[config.mk]
export PLATFORM = sky130hd
export DESIGN_NAME = dsdt_timer
export DESIGN_NICKNAME = d
export VERILOG_FILES = /design/src/hw/dsdt_pkg.sv /design/src/hw/dsdt_timer.sv /design/src/hw/dsdt_in_filter.sv
export SDC_FILE = /design/constraint.sdc
export NUM_CORES = 2
export LEC_CHECK = 0
export BUFFER_PORTS_ARGS = -buffer_cell sky130_fd_sc_hd__buf_2
export CORE_UTILIZATION = 55
export CTS_CLUSTER_DIAMETER = 150
export DETAILED_ROUTE_END_ITERATION = 6
export GPL_TIMING_DRIVEN = 0
export PLACE_DENSITY = 0.77
export SKIP_LAST_GASP = 1
export SLEW_MARGIN = 10
export SYNTH_ARGS = -nofsm -noshare
export SYNTH_HDL_FRONTEND = slang
export SYNTH_SLANG_ARGS = --single-unit
[constraint.sdc]
create_clock -name ref_clk -period 16.2 [get_ports ref_clk]
set_input_delay 1.62 -clock ref_clk [delete_from_list [all_inputs] [get_ports ref_clk]]
set_output_delay 1.62 -clock ref_clk [all_outputs]
set_load 0.005 [all_outputs]
[src/hw/dsdt_pkg.sv]
// Shared constants, types and register map of the dual set-point delay timer
`default_nettype none
package dsdt_pkg;
	// Clock and base time figures
	localparam int unsigned CLK_PERIOD_NS  = 5;
	localparam int unsigned MS_NS          = 1000000;
	localparam int unsigned MS_CYCLES_DEF  = MS_NS / CLK_PERIOD_NS;
	localparam int unsigned LONG_WIDTH_MS  = 20;
	localparam int unsigned SHORT_WIDTH_MS = 1;
	// One tenth of a year in milliseconds (365.25 days)
	localparam int unsigned TENTH_YEAR_MS  = 32'd3155760000;

	// Register byte offsets on the Avalon slave
	localparam logic [5:0] OFF_MODE     = 6'h00;
	localparam logic [5:0] OFF_FUNC     = 6'h04;
	localparam logic [5:0] OFF_KEY      = 6'h08;
	localparam logic [5:0] OFF_SV_MAIN  = 6'h0c;
	localparam logic [5:0] OFF_SV_AUX   = 6'h10;
	localparam logic [5:0] OFF_ULIM     = 6'h14;
	localparam logic [5:0] OFF_PV       = 6'h18;
	localparam logic [5:0] OFF_STATUS   = 6'h1c;
	localparam logic [5:0] OFF_RT_THR   = 6'h20;
	localparam logic [5:0] OFF_CNT_THR  = 6'h24;
	localparam logic [5:0] OFF_RUN_TIME = 6'h28;
	localparam logic [5:0] OFF_SW_COUNT = 6'h2c;

	// Key register field positions
	localparam int unsigned KEY_RAISE_LSB = 0;
	localparam int unsigned KEY_LOWER_LSB = 6;
	localparam int unsigned KEY_TOGGLE    = 12;
	// Mode register: bits 1:0 requested mode, bit 4 edit item
	localparam int unsigned MODE_ITEM     = 4;

	// Values after reset, limits and the count unit
	localparam logic [23:0] SV_MAIN_RST   = 24'h000100;
	localparam logic [23:0] SV_DEV_RST    = 24'h000010;
	localparam logic [23:0] ULIM_RST      = 24'h999999;
	localparam logic [23:0] ULIM_MIN      = 24'h000001;
	localparam logic [9:0]  RT_THR_RST    = 10'h064;
	localparam logic [13:0] CNT_THR_RST   = 14'h0064;
	localparam logic [19:0] PV_MAX        = 20'h f423f;
	localparam logic [23:0] CNT_UNIT      = 24'h0003e8;

	// Operating modes
	typedef enum logic [1:0] {
		DSDT_RUN,
		DSDT_FUNC,
		DSDT_SEL
	} dsdt_mode_t;

	// Function configuration, pending and active copies
	typedef struct packed {
		logic       twin;       // Twin-timer use selected
		logic [3:0] range;      // Time base index
		logic       inv2;       // Second output normally closed
		logic       inv1;       // First output normally closed
		logic       short_w;    // Short input width
		logic       absolute;   // Absolute style, else forecast
		logic       cumul;      // Cumulative mode, else ON-delay
	} dsdt_cfg_t;
	localparam dsdt_cfg_t CFG_RST = '0;

	// Avalon-MM request carried as one bundle
	typedef struct packed {
		logic        read;
		logic        write;
		logic [5:0]  address;
		logic [31:0] writedata;
	} dsdt_av_req_t;

	// Milliseconds per count for each time base
	function automatic logic [21:0] range_ms(input logic [3:0] r);
		case (r)
			4'h0:    range_ms = 22'h000001;   // 0.001 s
			4'h1:    range_ms = 22'h00000a;   // 0.01 s
			4'h2:    range_ms = 22'h000064;   // 0.1 s
			4'h3:    range_ms = 22'h0003e8;   // 1 s
			4'h4:    range_ms = 22'h0003e8;   // h-min-s, seconds
			4'h5:    range_ms = 22'h001770;   // 0.1 min
			4'h6:    range_ms = 22'h00ea60;   // 1 min
			4'h7:    range_ms = 22'h00ea60;   // h-min, minutes
			4'h8:    range_ms = 22'h057e40;   // 0.1 h
			4'h9:    range_ms = 22'h36ee80;   // 1 h
			default: range_ms = 22'h0003e8;
		endcase
	endfunction

	// Six packed BCD digits to binary
	function automatic logic [19:0] bcd2bin(input logic [23:0] b);
		logic [23:0] acc;
		acc = '0;
		for (int i = 5; i >= 0; i--) begin
			acc = 24'(acc * 24'd10) + 24'(b[i*4 +: 4]);
		end
		bcd2bin = acc[19:0];
	endfunction
endpackage
`default_nettype wire

[src/hw/dsdt_timer.sv]
// Top of the dual set-point delay timer with its Avalon register slave
// Behaviour
// Selection mode entry clears count and outputs
// Selection choices apply on return to run
// Timer/twin change restores default set values
// Function mode keeps timing running
// Changed settings apply on run, clearing timer
// Key pair toggles sub-display set value
// Per-digit raise and lower keys
// Upper limit 1..999999, all indicators lit
// Input width long or short via key
// Selectable time base ranges
// Forecast: first output at set minus deviation
// Forecast: second output at set value
// Deviation at or above set: immediate
// Absolute: outputs at set values one, two
// ON-delay starts on rise, ignores restarts
// Start already high at power/reset starts
// ON-delay latches outputs, halts counting
// Zero set value asserts output immediately
// Cumulative counts while start and power on
// Cumulative latches outputs, keeps counting
// Run-time alarm in tenth years, zero off
// Switch-count alarm in thousands, zero off
// One width setting for all inputs
// Per-output normally open or closed
// External reset holds count and outputs off
`default_nettype none
module dsdt_timer #(
	parameter int unsigned MS_CYCLES   = dsdt_pkg::MS_CYCLES_DEF,
	parameter int unsigned LONG_CYC    = dsdt_pkg::LONG_WIDTH_MS * MS_CYCLES,
	parameter int unsigned SHORT_CYC   = dsdt_pkg::SHORT_WIDTH_MS * MS_CYCLES,
	parameter int unsigned TENTH_YR_MS = dsdt_pkg::TENTH_YEAR_MS
) (
	// Clock, reset, enable
	input  wire logic                   ref_clk,
	input  wire logic                   rst_b,
	input  wire logic                   ce,
	// Avalon-MM slave
	input  wire dsdt_pkg::dsdt_av_req_t avs_req,
	output logic [31:0]                 avs_readdata,
	output logic                        avs_waitrequest,
	// External inputs
	input  wire logic                   start_in,
	input  wire logic                   reset_in,
	input  wire logic                   gate_in,
	input  wire logic                   pwr_ok,
	// Switched outputs and indicators
	output logic                        first_output,
	output logic                        second_output,
	output logic                        replacement_alarm,
	output logic [5:0]                  key_led
);
	// Reset release synchroniser
	logic rst_s1_q, rst_n;
	always_ff @(posedge ref_clk or negedge rst_b) begin
		if (!rst_b) begin
			rst_s1_q <= 1'b0;
			rst_n    <= 1'b0;
		end else begin
			rst_s1_q <= 1'b1;
			rst_n    <= rst_s1_q;
		end
	end

	// State
	dsdt_pkg::dsdt_mode_t mode_q;           // Active mode
	dsdt_pkg::dsdt_cfg_t  cfg_q, pend_q;    // Active and pending config
	logic [23:0] sv_q [4];                  // Set values, {style, sel}
	logic [23:0] ulim_q, ulim_pend_q;       // Set value upper limit
	logic        item_q;                    // Function edit item
	logic        sel_q;                     // Sub-display choice
	logic [19:0] pv_q;                      // Present value, binary
	logic        running_q, done_q, started_q;
	logic        start_prev_q;              // For rise detection
	logic        first_output_q, second_output_q;            // Output latches
	logic [31:0] ms_div_q, unit_ms_q;       // Time base dividers
	logic [31:0] rt_ms_q;                   // Run-time divider
	logic [9:0]  rt_q, rt_thr_q;            // Run time, tenth years
	logic [23:0] sw_cnt_q;                  // Output switch count
	logic [13:0] cnt_thr_q;                 // Count alarm, thousands
	logic        pin1_q, pin2_q;            // Registered pins
	logic        ack_q;                     // Bus answer cycle
	logic [31:0] rdata_q;

	// Filtered inputs, one width setting for all three
	logic [2:0] raw_in, filt;
	assign raw_in = {gate_in, reset_in, start_in};
	for (genvar i = 0; i < 3; i++) begin : g_filt
		dsdt_in_filter #(
			.LONG_CYC (LONG_CYC),
			.SHORT_CYC(SHORT_CYC)
		) u_filt (
			.ref_clk  (ref_clk),
			.rst_n    (rst_n),
			.ce       (ce),
			.raw      (raw_in[i]),
			.short_sel(cfg_q.short_w),
			.level    (filt[i])
		);
	end
	wire start_f = filt[0];
	wire ext_rst = filt[1];
	wire gate_f  = filt[2];

	// Bus decode; one wait cycle, then the answer
	wire bus_req = avs_req.read | avs_req.write;
	wire take    = bus_req & ack_q;
	wire wr      = take & avs_req.write;
	wire [31:0] wd = avs_req.writedata;
	wire wr_mode = wr && avs_req.address == dsdt_pkg::OFF_MODE;
	wire wr_func = wr && avs_req.address == dsdt_pkg::OFF_FUNC;
	wire wr_key  = wr && avs_req.address == dsdt_pkg::OFF_KEY;
	wire wr_rt   = wr && avs_req.address == dsdt_pkg::OFF_RT_THR;
	wire wr_cnt  = wr && avs_req.address == dsdt_pkg::OFF_CNT_THR;
	assign avs_waitrequest = bus_req & ~ack_q;
	assign avs_readdata    = rdata_q;

	// Mode transitions
	wire [1:0] req_mode = wd[1:0];
	wire to_run = wr_mode && req_mode == 2'd0;
	wire func_ret = to_run && mode_q == dsdt_pkg::DSDT_FUNC;
	wire sel_ret  = to_run && mode_q == dsdt_pkg::DSDT_SEL;
	wire func_chg = (pend_q != cfg_q) || (ulim_pend_q != ulim_q);
	wire twin_chg = pend_q.twin != cfg_q.twin;
	wire func_apply = func_ret & func_chg;
	wire restore    = sel_ret & twin_chg;
	wire in_sel = mode_q == dsdt_pkg::DSDT_SEL;
	wire in_run = mode_q == dsdt_pkg::DSDT_RUN;
	wire in_fn  = mode_q == dsdt_pkg::DSDT_FUNC;

	// Everything that clears the count and the outputs
	wire clr_all = in_sel | ext_rst | func_apply | sel_ret
		| (~cfg_q.cumul & ~pwr_ok);

	// Set-point thresholds by style
	wire [1:0]  idx  = {cfg_q.absolute, sel_q};
	wire [19:0] s0 = dsdt_pkg::bcd2bin(sv_q[0]);
	wire [19:0] s1 = dsdt_pkg::bcd2bin(sv_q[1]);
	wire [19:0] s2 = dsdt_pkg::bcd2bin(sv_q[2]);
	wire [19:0] s3 = dsdt_pkg::bcd2bin(sv_q[3]);
	wire [19:0] main_bin = cfg_q.absolute ? s3 : s0;
	wire [19:0] fore_bin = (s1 >= s0) ? 20'h0 : s0 - s1;
	wire [19:0] thr1 = cfg_q.absolute ? s2 : fore_bin;
	wire imm1 = cfg_q.absolute ? (s2 == 20'h0) : (s0 == 20'h0);
	wire imm2 = main_bin == 20'h0;
	wire hit_main = pv_q >= main_bin;

	// Time base tick from the millisecond divider
	wire ms_tick   = ms_div_q == MS_CYCLES - 1;
	wire [31:0] unit_len = {10'h0, dsdt_pkg::range_ms(cfg_q.range)};
	wire unit_tick = ms_tick && unit_ms_q >= unit_len - 32'h1;

	// Start handling and count enable
	wire start_rise = start_f & ~start_prev_q;
	wire od_take = ~cfg_q.cumul & start_rise & ~running_q & ~done_q;
	wire cu_run  = cfg_q.cumul & start_f & pwr_ok;
	wire od_run  = ~cfg_q.cumul & running_q & ~hit_main;
	wire count_en = unit_tick & ~gate_f & ~clr_all & (cu_run | od_run);
	wire [19:0] pv_inc = (pv_q == dsdt_pkg::PV_MAX) ? 20'h0 : pv_q + 20'h1;

	// Digit keys: each nibble has its own raise and lower key
	wire [5:0] k_up = wd[dsdt_pkg::KEY_RAISE_LSB +: 6];
	wire [5:0] k_dn = wd[dsdt_pkg::KEY_LOWER_LSB +: 6];
	wire [23:0] ed_src = in_fn ? ulim_pend_q : sv_q[idx];
	logic [23:0] ed_val;
	for (genvar d = 0; d < 6; d++) begin : g_digit
		wire [3:0] n = ed_src[d*4 +: 4];
		assign ed_val[d*4 +: 4] = k_up[d] ? ((n == 4'h9) ? 4'h0 : n + 4'h1)
			: k_dn[d] ? ((n == 4'h0) ? 4'h9 : n - 4'h1) : n;
	end
	wire key_tog = wr_key & wd[dsdt_pkg::KEY_TOGGLE] & in_run;
	wire key_sv  = wr_key & ~wd[dsdt_pkg::KEY_TOGGLE] & in_run
		& (dsdt_pkg::bcd2bin(ed_val) <= dsdt_pkg::bcd2bin(ulim_q));
	wire key_ul  = wr_key & in_fn & ~item_q
		& (ed_val >= dsdt_pkg::ULIM_MIN);
	wire key_w   = wr_key & in_fn & item_q & (k_up[0] | k_dn[0]);

	// Key indicators: all digits while editing the upper limit
	assign key_led = in_fn ? (item_q ? 6'h01 : 6'h3f)
		: in_run ? 6'h3f : 6'h00;

	// Bus handshake and read data
	wire [31:0] status = {22'h0, cfg_q.twin, cfg_q.absolute, sel_q,
		replacement_alarm, done_q, running_q, second_output_q, first_output_q,
		pin2_q, pin1_q};
	wire [5:0] ra = avs_req.address;
	wire [31:0] rd_mux =
		  ra == dsdt_pkg::OFF_MODE     ? {27'h0, item_q, 2'b0, mode_q}
		: ra == dsdt_pkg::OFF_FUNC     ? {22'h0, pend_q}
		: ra == dsdt_pkg::OFF_SV_MAIN  ? {8'h0, sv_q[{cfg_q.absolute, 1'b1}
			^ {1'b0, ~cfg_q.absolute}]}
		: ra == dsdt_pkg::OFF_SV_AUX   ? {8'h0, sv_q[{cfg_q.absolute,
			~cfg_q.absolute}]}
		: ra == dsdt_pkg::OFF_ULIM     ? {8'h0, ulim_q}
		: ra == dsdt_pkg::OFF_PV       ? {12'h0, pv_q}
		: ra == dsdt_pkg::OFF_STATUS   ? status
		: ra == dsdt_pkg::OFF_RT_THR   ? {22'h0, rt_thr_q}
		: ra == dsdt_pkg::OFF_CNT_THR  ? {18'h0, cnt_thr_q}
		: ra == dsdt_pkg::OFF_RUN_TIME ? {22'h0, rt_q}
		: ra == dsdt_pkg::OFF_SW_COUNT ? {8'h0, sw_cnt_q}
		: 32'h0;
	always_ff @(posedge ref_clk or negedge rst_n) begin
		if (!rst_n) begin
			ack_q   <= 1'b0;
			rdata_q <= '0;
		end else if (ce) begin
			ack_q   <= bus_req & ~ack_q;
			rdata_q <= avs_req.read ? rd_mux : '0;
		end
	end

	// Mode and configuration; choices wait in the pending copy
	always_ff @(posedge ref_clk or negedge rst_n) begin
		if (!rst_n) begin
			mode_q      <= dsdt_pkg::DSDT_RUN;
			item_q      <= 1'b0;
			cfg_q       <= dsdt_pkg::CFG_RST;
			pend_q      <= dsdt_pkg::CFG_RST;
			ulim_q      <= dsdt_pkg::ULIM_RST;
			ulim_pend_q <= dsdt_pkg::ULIM_RST;
		end else if (ce) begin
			if (wr_mode) begin
				mode_q <= dsdt_pkg::dsdt_mode_t'(req_mode);
				item_q <= wd[dsdt_pkg::MODE_ITEM];
			end
			if (wr_func && in_fn)
				pend_q <= {pend_q.twin, wd[8:0]};
			else if (wr_func && in_sel)
				pend_q.twin <= wd[9];
			else if (key_w)
				pend_q.short_w <= ~pend_q.short_w;
			if (key_ul)
				ulim_pend_q <= ed_val;
			if (func_ret) begin
				cfg_q  <= {cfg_q.twin, pend_q[8:0]};
				ulim_q <= ulim_pend_q;
			end
			if (sel_ret)
				cfg_q.twin <= pend_q.twin;
		end
	end

	// Set values and sub-display selection
	always_ff @(posedge ref_clk or negedge rst_n) begin
		if (!rst_n) begin
			sv_q  <= '{dsdt_pkg::SV_MAIN_RST, dsdt_pkg::SV_DEV_RST,
				dsdt_pkg::SV_MAIN_RST, dsdt_pkg::SV_MAIN_RST};
			sel_q <= 1'b0;
		end else if (ce) begin
			if (restore) begin
				sv_q  <= '{dsdt_pkg::SV_MAIN_RST, dsdt_pkg::SV_DEV_RST,
					dsdt_pkg::SV_MAIN_RST, dsdt_pkg::SV_MAIN_RST};
				sel_q <= 1'b0;
			end else begin
				if (key_tog)
					sel_q <= ~sel_q;
				if (key_sv)
					sv_q[idx] <= ed_val;
			end
		end
	end

	// Timing core; function mode does not pause it
	always_ff @(posedge ref_clk or negedge rst_n) begin
		if (!rst_n) begin
			pv_q         <= '0;
			running_q    <= 1'b0;
			done_q       <= 1'b0;
			started_q    <= 1'b0;
			start_prev_q <= 1'b0;
			first_output_q       <= 1'b0;
			second_output_q       <= 1'b0;
		end else if (ce) begin
			// Held low while cleared, so a high start reads as a rise
			start_prev_q <= clr_all ? 1'b0 : start_f;
			if (clr_all) begin
				pv_q      <= '0;
				running_q <= 1'b0;
				done_q    <= 1'b0;
				started_q <= 1'b0;
				first_output_q    <= 1'b0;
				second_output_q    <= 1'b0;
			end else begin
				if (count_en)
					pv_q <= pv_inc;
				if (od_take)
					running_q <= 1'b1;
				else if (running_q && hit_main) begin
					running_q <= 1'b0;
					done_q    <= 1'b1;
				end
				started_q <= started_q | od_take | cu_run;
				first_output_q <= first_output_q | ((started_q | imm1) & pv_q >= thr1);
				second_output_q <= second_output_q | ((started_q | imm2) & hit_main);
			end
		end
	end

	// Output pins with inversion; registered
	always_ff @(posedge ref_clk or negedge rst_n) begin
		if (!rst_n) begin
			pin1_q <= 1'b0;
			pin2_q <= 1'b0;
		end else if (ce) begin
			pin1_q <= first_output_q ^ cfg_q.inv1;
			pin2_q <= second_output_q ^ cfg_q.inv2;
		end
	end
	assign first_output  = pin1_q;
	assign second_output = pin2_q;

	// Dividers, run time and switch count; these survive mode changes
	wire rt_step = ms_tick && pwr_ok && rt_ms_q >= TENTH_YR_MS - 1;
	wire sw_evt  = ((first_output_q ^ cfg_q.inv1) & ~pin1_q)
		| ((second_output_q ^ cfg_q.inv2) & ~pin2_q);
	always_ff @(posedge ref_clk or negedge rst_n) begin
		if (!rst_n) begin
			ms_div_q  <= '0;
			unit_ms_q <= '0;
			rt_ms_q   <= '0;
			rt_q      <= '0;
			sw_cnt_q  <= '0;
			rt_thr_q  <= dsdt_pkg::RT_THR_RST;
			cnt_thr_q <= dsdt_pkg::CNT_THR_RST;
		end else if (ce) begin
			ms_div_q  <= ms_tick ? '0 : ms_div_q + 32'h1;
			unit_ms_q <= unit_tick ? '0
				: ms_tick ? unit_ms_q + 32'h1 : unit_ms_q;
			if (ms_tick && pwr_ok)
				rt_ms_q <= rt_step ? '0 : rt_ms_q + 32'h1;
			if (rt_step && rt_q != 10'h3e7)
				rt_q <= rt_q + 10'h1;
			if (sw_evt && sw_cnt_q != 24'hffffff)
				sw_cnt_q <= sw_cnt_q + 24'h1;
			if (wr_rt && wd[9:0] <= 10'h3e7)
				rt_thr_q <= wd[9:0];
			if (wr_cnt && wd[13:0] <= 14'h270f)
				cnt_thr_q <= wd[13:0];
		end
	end
	wire [23:0] cnt_lim = 24'(cnt_thr_q * dsdt_pkg::CNT_UNIT);
	assign replacement_alarm = (rt_thr_q != 10'h0 && rt_q >= rt_thr_q)
		| (cnt_thr_q != 14'h0 && sw_cnt_q >= cnt_lim);

	// Checks
	chk_sel_clears_out: assert property (@(posedge ref_clk)
		disable iff (!rst_n) (in_sel && ce) |=>
		(pv_q == 20'h0 && !first_output_q && !second_output_q))
		else $error("selection mode left count or outputs set");
	chk_twin_pending: assert property (@(posedge ref_clk)
		disable iff (!rst_n) (!sel_ret) |=> cfg_q.twin == $past(cfg_q.twin))
		else $error("twin choice applied outside return to run");
	chk_restore_sv: assert property (@(posedge ref_clk)
		disable iff (!rst_n) (restore && ce) |=>
		(sv_q[0] == dsdt_pkg::SV_MAIN_RST && sv_q[1] == dsdt_pkg::SV_DEV_RST))
		else $error("set values not restored on twin change");
	chk_func_counts: assert property (@(posedge ref_clk)
		disable iff (!rst_n) (in_fn && ce && count_en) |=>
		pv_q == $past(pv_inc))
		else $error("function mode stopped timing");
	chk_apply_clears: assert property (@(posedge ref_clk)
		disable iff (!rst_n) (func_apply && ce) |=>
		(pv_q == 20'h0 && !first_output_q && !second_output_q) ##1 !pin1_q ^ cfg_q.inv1)
		else $error("changed settings did not reset the timer");
	chk_ondelay_halts: assert property (@(posedge ref_clk)
		disable iff (!rst_n) (!cfg_q.cumul && done_q && !clr_all && ce) |=>
		(pv_q == $past(pv_q) && second_output_q))
		else $error("ON-delay kept counting after time-up");
	chk_zero_output: assert property (@(posedge ref_clk)
		disable iff (!rst_n) (imm2 && !clr_all && ce) |=> second_output_q)
		else $error("zero set value did not assert output");
	chk_ext_reset: assert property (@(posedge ref_clk)
		disable iff (!rst_n) (ext_rst && ce)[*2] |->
		(pv_q == 20'h0 && !running_q && !first_output_q && !second_output_q))
		else $error("external reset did not hold the timer");
	chk_start_ignored: assert property (@(posedge ref_clk)
		disable iff (!rst_n) (running_q && !clr_all && !hit_main && ce) |=>
		(running_q && started_q))
		else $error("start activity disturbed a running cycle");
endmodule // dsdt_timer
`default_nettype wire

[src/hw/dsdt_in_filter.sv]
// Width filter for one external input, clean level out
`default_nettype none
module dsdt_in_filter #(
	parameter int unsigned LONG_CYC  = 4000000,
	parameter int unsigned SHORT_CYC = 200000
) (
	// Clock, reset, enable
	input  wire logic ref_clk,
	input  wire logic rst_n,
	input  wire logic ce,
	// Input and setting
	input  wire logic raw,
	input  wire logic short_sel,
	// Filtered level
	output logic      level
);
	logic [31:0] cnt_q;      // Time the raw level differs
	logic        level_q;    // Accepted level
	wire  [31:0] limit = short_sel ? SHORT_CYC : LONG_CYC;
	wire  [31:0] cnt_inc = cnt_q + 32'h1;
	wire         differ = raw != level_q;

	// Chatter shorter than the width never reaches the timer
	always_ff @(posedge ref_clk or negedge rst_n) begin
		if (!rst_n) begin
			cnt_q   <= '0;
			level_q <= 1'b0;
		end else if (ce) begin
			cnt_q   <= (differ && cnt_inc < limit) ? cnt_inc : '0;
			level_q <= (differ && cnt_inc >= limit) ? raw : level_q;
		end
	end

	assign level = level_q;
endmodule // dsdt_in_filter
`default_nettype wire

==> results.json <==
{
  "status": "finished clean",
  "synth.distinct_cells": 105,
  "start_kind": "register",
  "h-tree-depth": 2,
  "clockRootBuffer": "clkbuf_16",
  "dieArea_sq_um": 108000,
  "start_util": 0.555,
  "synth_edf_count": 0,
  "postRouteAntennaNets": 0,
  "timing.rr.end": "first_output_q",
  "fin_util": 0.595,
  "rows": 119,
  "hp-class": "reg2async",
  "yosysWarnings": 0,
  "synthTopCellsByArea": "ha_1, dfrtp_1, xnor2_1, xor2_1, fa_1",
  "first_pass_iters": 6,
  "io-pin-count": 89,
  "cp_common_cell": "ha_1",
  "synth_area_sq_um": 58400,
  "drt-vias-per-instance": 6.24,
  "crit_type": "reg2reg",
  "clk_path_buf_depth": 3,
  "routed_wl_mm": 164,
  "fin_skew_ns": 0.0407,
  "grt_overflow": 0,
  "r2r.worst_path.cells": 56,
  "dp_hpwl_mm": 132,
  "grt_usage": 0.301,
  "fin_area_sq_um": 62600,
  "cp.required_ns": 16.71,
  "port_buffers": 58,
  "ff2ff_setup_slack_ns": 0.73,
  "place_inst": 8129,
  "die_h_um": 328,
  "critPathCaptureType": "register",
  "rsz0062_at_grt": "no",
  "drt-initial-drc-count": 4728,
  "fillers": 9137,
  "most-common-layout-cells": "ha_1, xnor2_1, dfrtp_1",
  "grt_pass1_vias": 49300,
  "final_cells": 8231,
  "cts_sinks": 476,
  "fin_crit_ns": 15.47,
  "nets": 7892,
  "core_sq_um": 105000,
  "placed_area_sq_um": 60700,
  "drc": 0,
  "die_w_um": 328,
  "grt_max_degree": 65,
  "gp_congestion": 1.06,
  "slowest_delay_ns": 0.51,
  "final_common_cell": "ha_1",
  "vias": 51300,
  "numCtsBuffers": 51,
  "cts_tree": "yes",
  "grt_pass1_wl_mm": 261,
  "slew_headroom": 0.101,
  "critPathSlowestCell": "dfrtp_1",
  "arrival_ns": 15.98,
  "drive_gt1_frac": 0.0619,
  "clk_pin_slew_worst_paths_ns": 0.06,
  "path_max_fanout": 10,
  "yosys_register_bits": 476,
  "yosysTopAreaCellShare": 0.203,
  "synthFlopType": "dfrtp_1",
  "slew_violations": 0,
  "postSynthCellCount": 6656,
  "postSynthAreaPerCell_sq_um": 8.78,
  "area_growth_pct": 7.15,
  "drv_cap": 0,
  "final-setup-viol-count": 0,
  "wire_per_inst_um": 20.0,
  "seq_area_frac_synth": 0.205,
  "finalCritPeriodShare": 0.955,
  "yosysTopAreaCell": "ha_1",
  "clock_latency_ns": 0.64,
  "max_freq_mhz": 64.6,
  "antenna_found_initial": 15,
  "hold_viol": 0,
  "synthArstFlopShare": 1.00,
  "r2r-start": "sv_q[92]",
  "worst_slew_pin_slew_ns": 1.34
}
[sequential cells by signal, summed over array words and instances (netlist names), 14 cells and up]
signal               count
cnt_thr_q               14
ms_div_q                32
sw_cnt_q                24
ulim_q                  24
pv_q                    20
unit_ms_q               32
rt_ms_q                 32
ulim_pend_q             24
avs_readdata            24
g_filt.u_filt.cnt_q     96
sv_q                    96
[area by class of cell]
type | instances | area, sq um | share of cell area
antenna | 8 | 20.0 | 0.000320
buffer | 179 | 783 | 0.0125
clock buffer | 73 | 1420 | 0.0227
clock inverter | 21 | 279 | 0.00446
inverter | 423 | 1590 | 0.0254
multi-input combinational | 5592 | 44300 | 0.707
sequential | 476 | 12000 | 0.191
tap | 1391 | 1740 | 0.0278
timing repair buffer | 68 | 531 | 0.00848
[timing repair]
item / 4_1_cts / 5_1_grt
buffers inserted: 0 / 0
resized for setup: 2 / 26
hold buffers: 0 / 0
endpoints found under the setup margin: 78 / 97
[worst max path at each step]
stage	start	endpoint	slack, ns
after CTS	cfg_q[1]	sv_q[57]	0.09
after floorplan	rst_n	ack_q	2.01
after global placement	rst_n	sv_q[31]	-3.65
after detailed placement	cfg_q[1]	sv_q[30]	-0.21
final	sv_q[92]	first_output_q	0.73
after global routing	mode_q[0]	sv_q[87]	0.02
[worst max-delay path: cells and delay by family (launching register included)]
kind            cells  cell delay (ns)
flops               1             0.51
simple gates       10             2.83
xor+xnor            9             2.62
buf+inv             4             0.57
compound gates     21             4.85
fa+ha+maj          12             3.96
[through the flow]
step	setup slack, ns	TNS [ns]	hold WS, ns
global route	0.0176	0	0.315
global placement	-3.65	-1567.64	0.339
detailed placement	-0.215	-11.93	0.281
CTS	0.0938	0	0.286
floorplan	2.01	0	0.331
finish	0.732	0	0.269
[synthesized netlist by cell type, drive strengths merged (33+ instances only)]
cell and number:
a21oi 350, and2 36, o21ai 390, a211oi 43
o2bb2ai 40, xor2 328, ha 947, o211ai 37
nor4 61, nor3b 53, nand2b 89, clkbuf 130
a22o 82, o21bai 41, mux2 81, buf 49
nor2 370, dfstp 34, a31oi 40, xnor2 470
nor3 150, nor2b 147, nand2 416, o31ai 62
dfrtp 442, inv 422, or3 64, fa 107
and3 100, nand4 95, o21a 64, mux2i 101
mux4 33, a21o 175, nand3 224
[cells by family after synthesis]
kind of cell	count (synthesis)	synth area share
XOR/XNOR	804	0.122
AND/OR/NAND/NOR	1954	0.174
multiplexers	215	0.0457
buffers and inverters	602	0.0404
other	2	0.000129
AO/OA/AOI/OAI	1549	0.174
adder cells (fa/ha/maj)	1054	0.240
flip-flops	476	0.205
[metal layers]
metal  share of wire  up-vias  global-route usage
li1                -    24400                   -
met1            0.42    24400               0.396
met2            0.44     1996               0.479
met3           0.098      441              0.0635
met4           0.047       14               0.124
met5         0.00063        -                   0
Power is not shown: default switching activity piles up to over one toggle a cycle in this logic, so the estimate is an artifact.
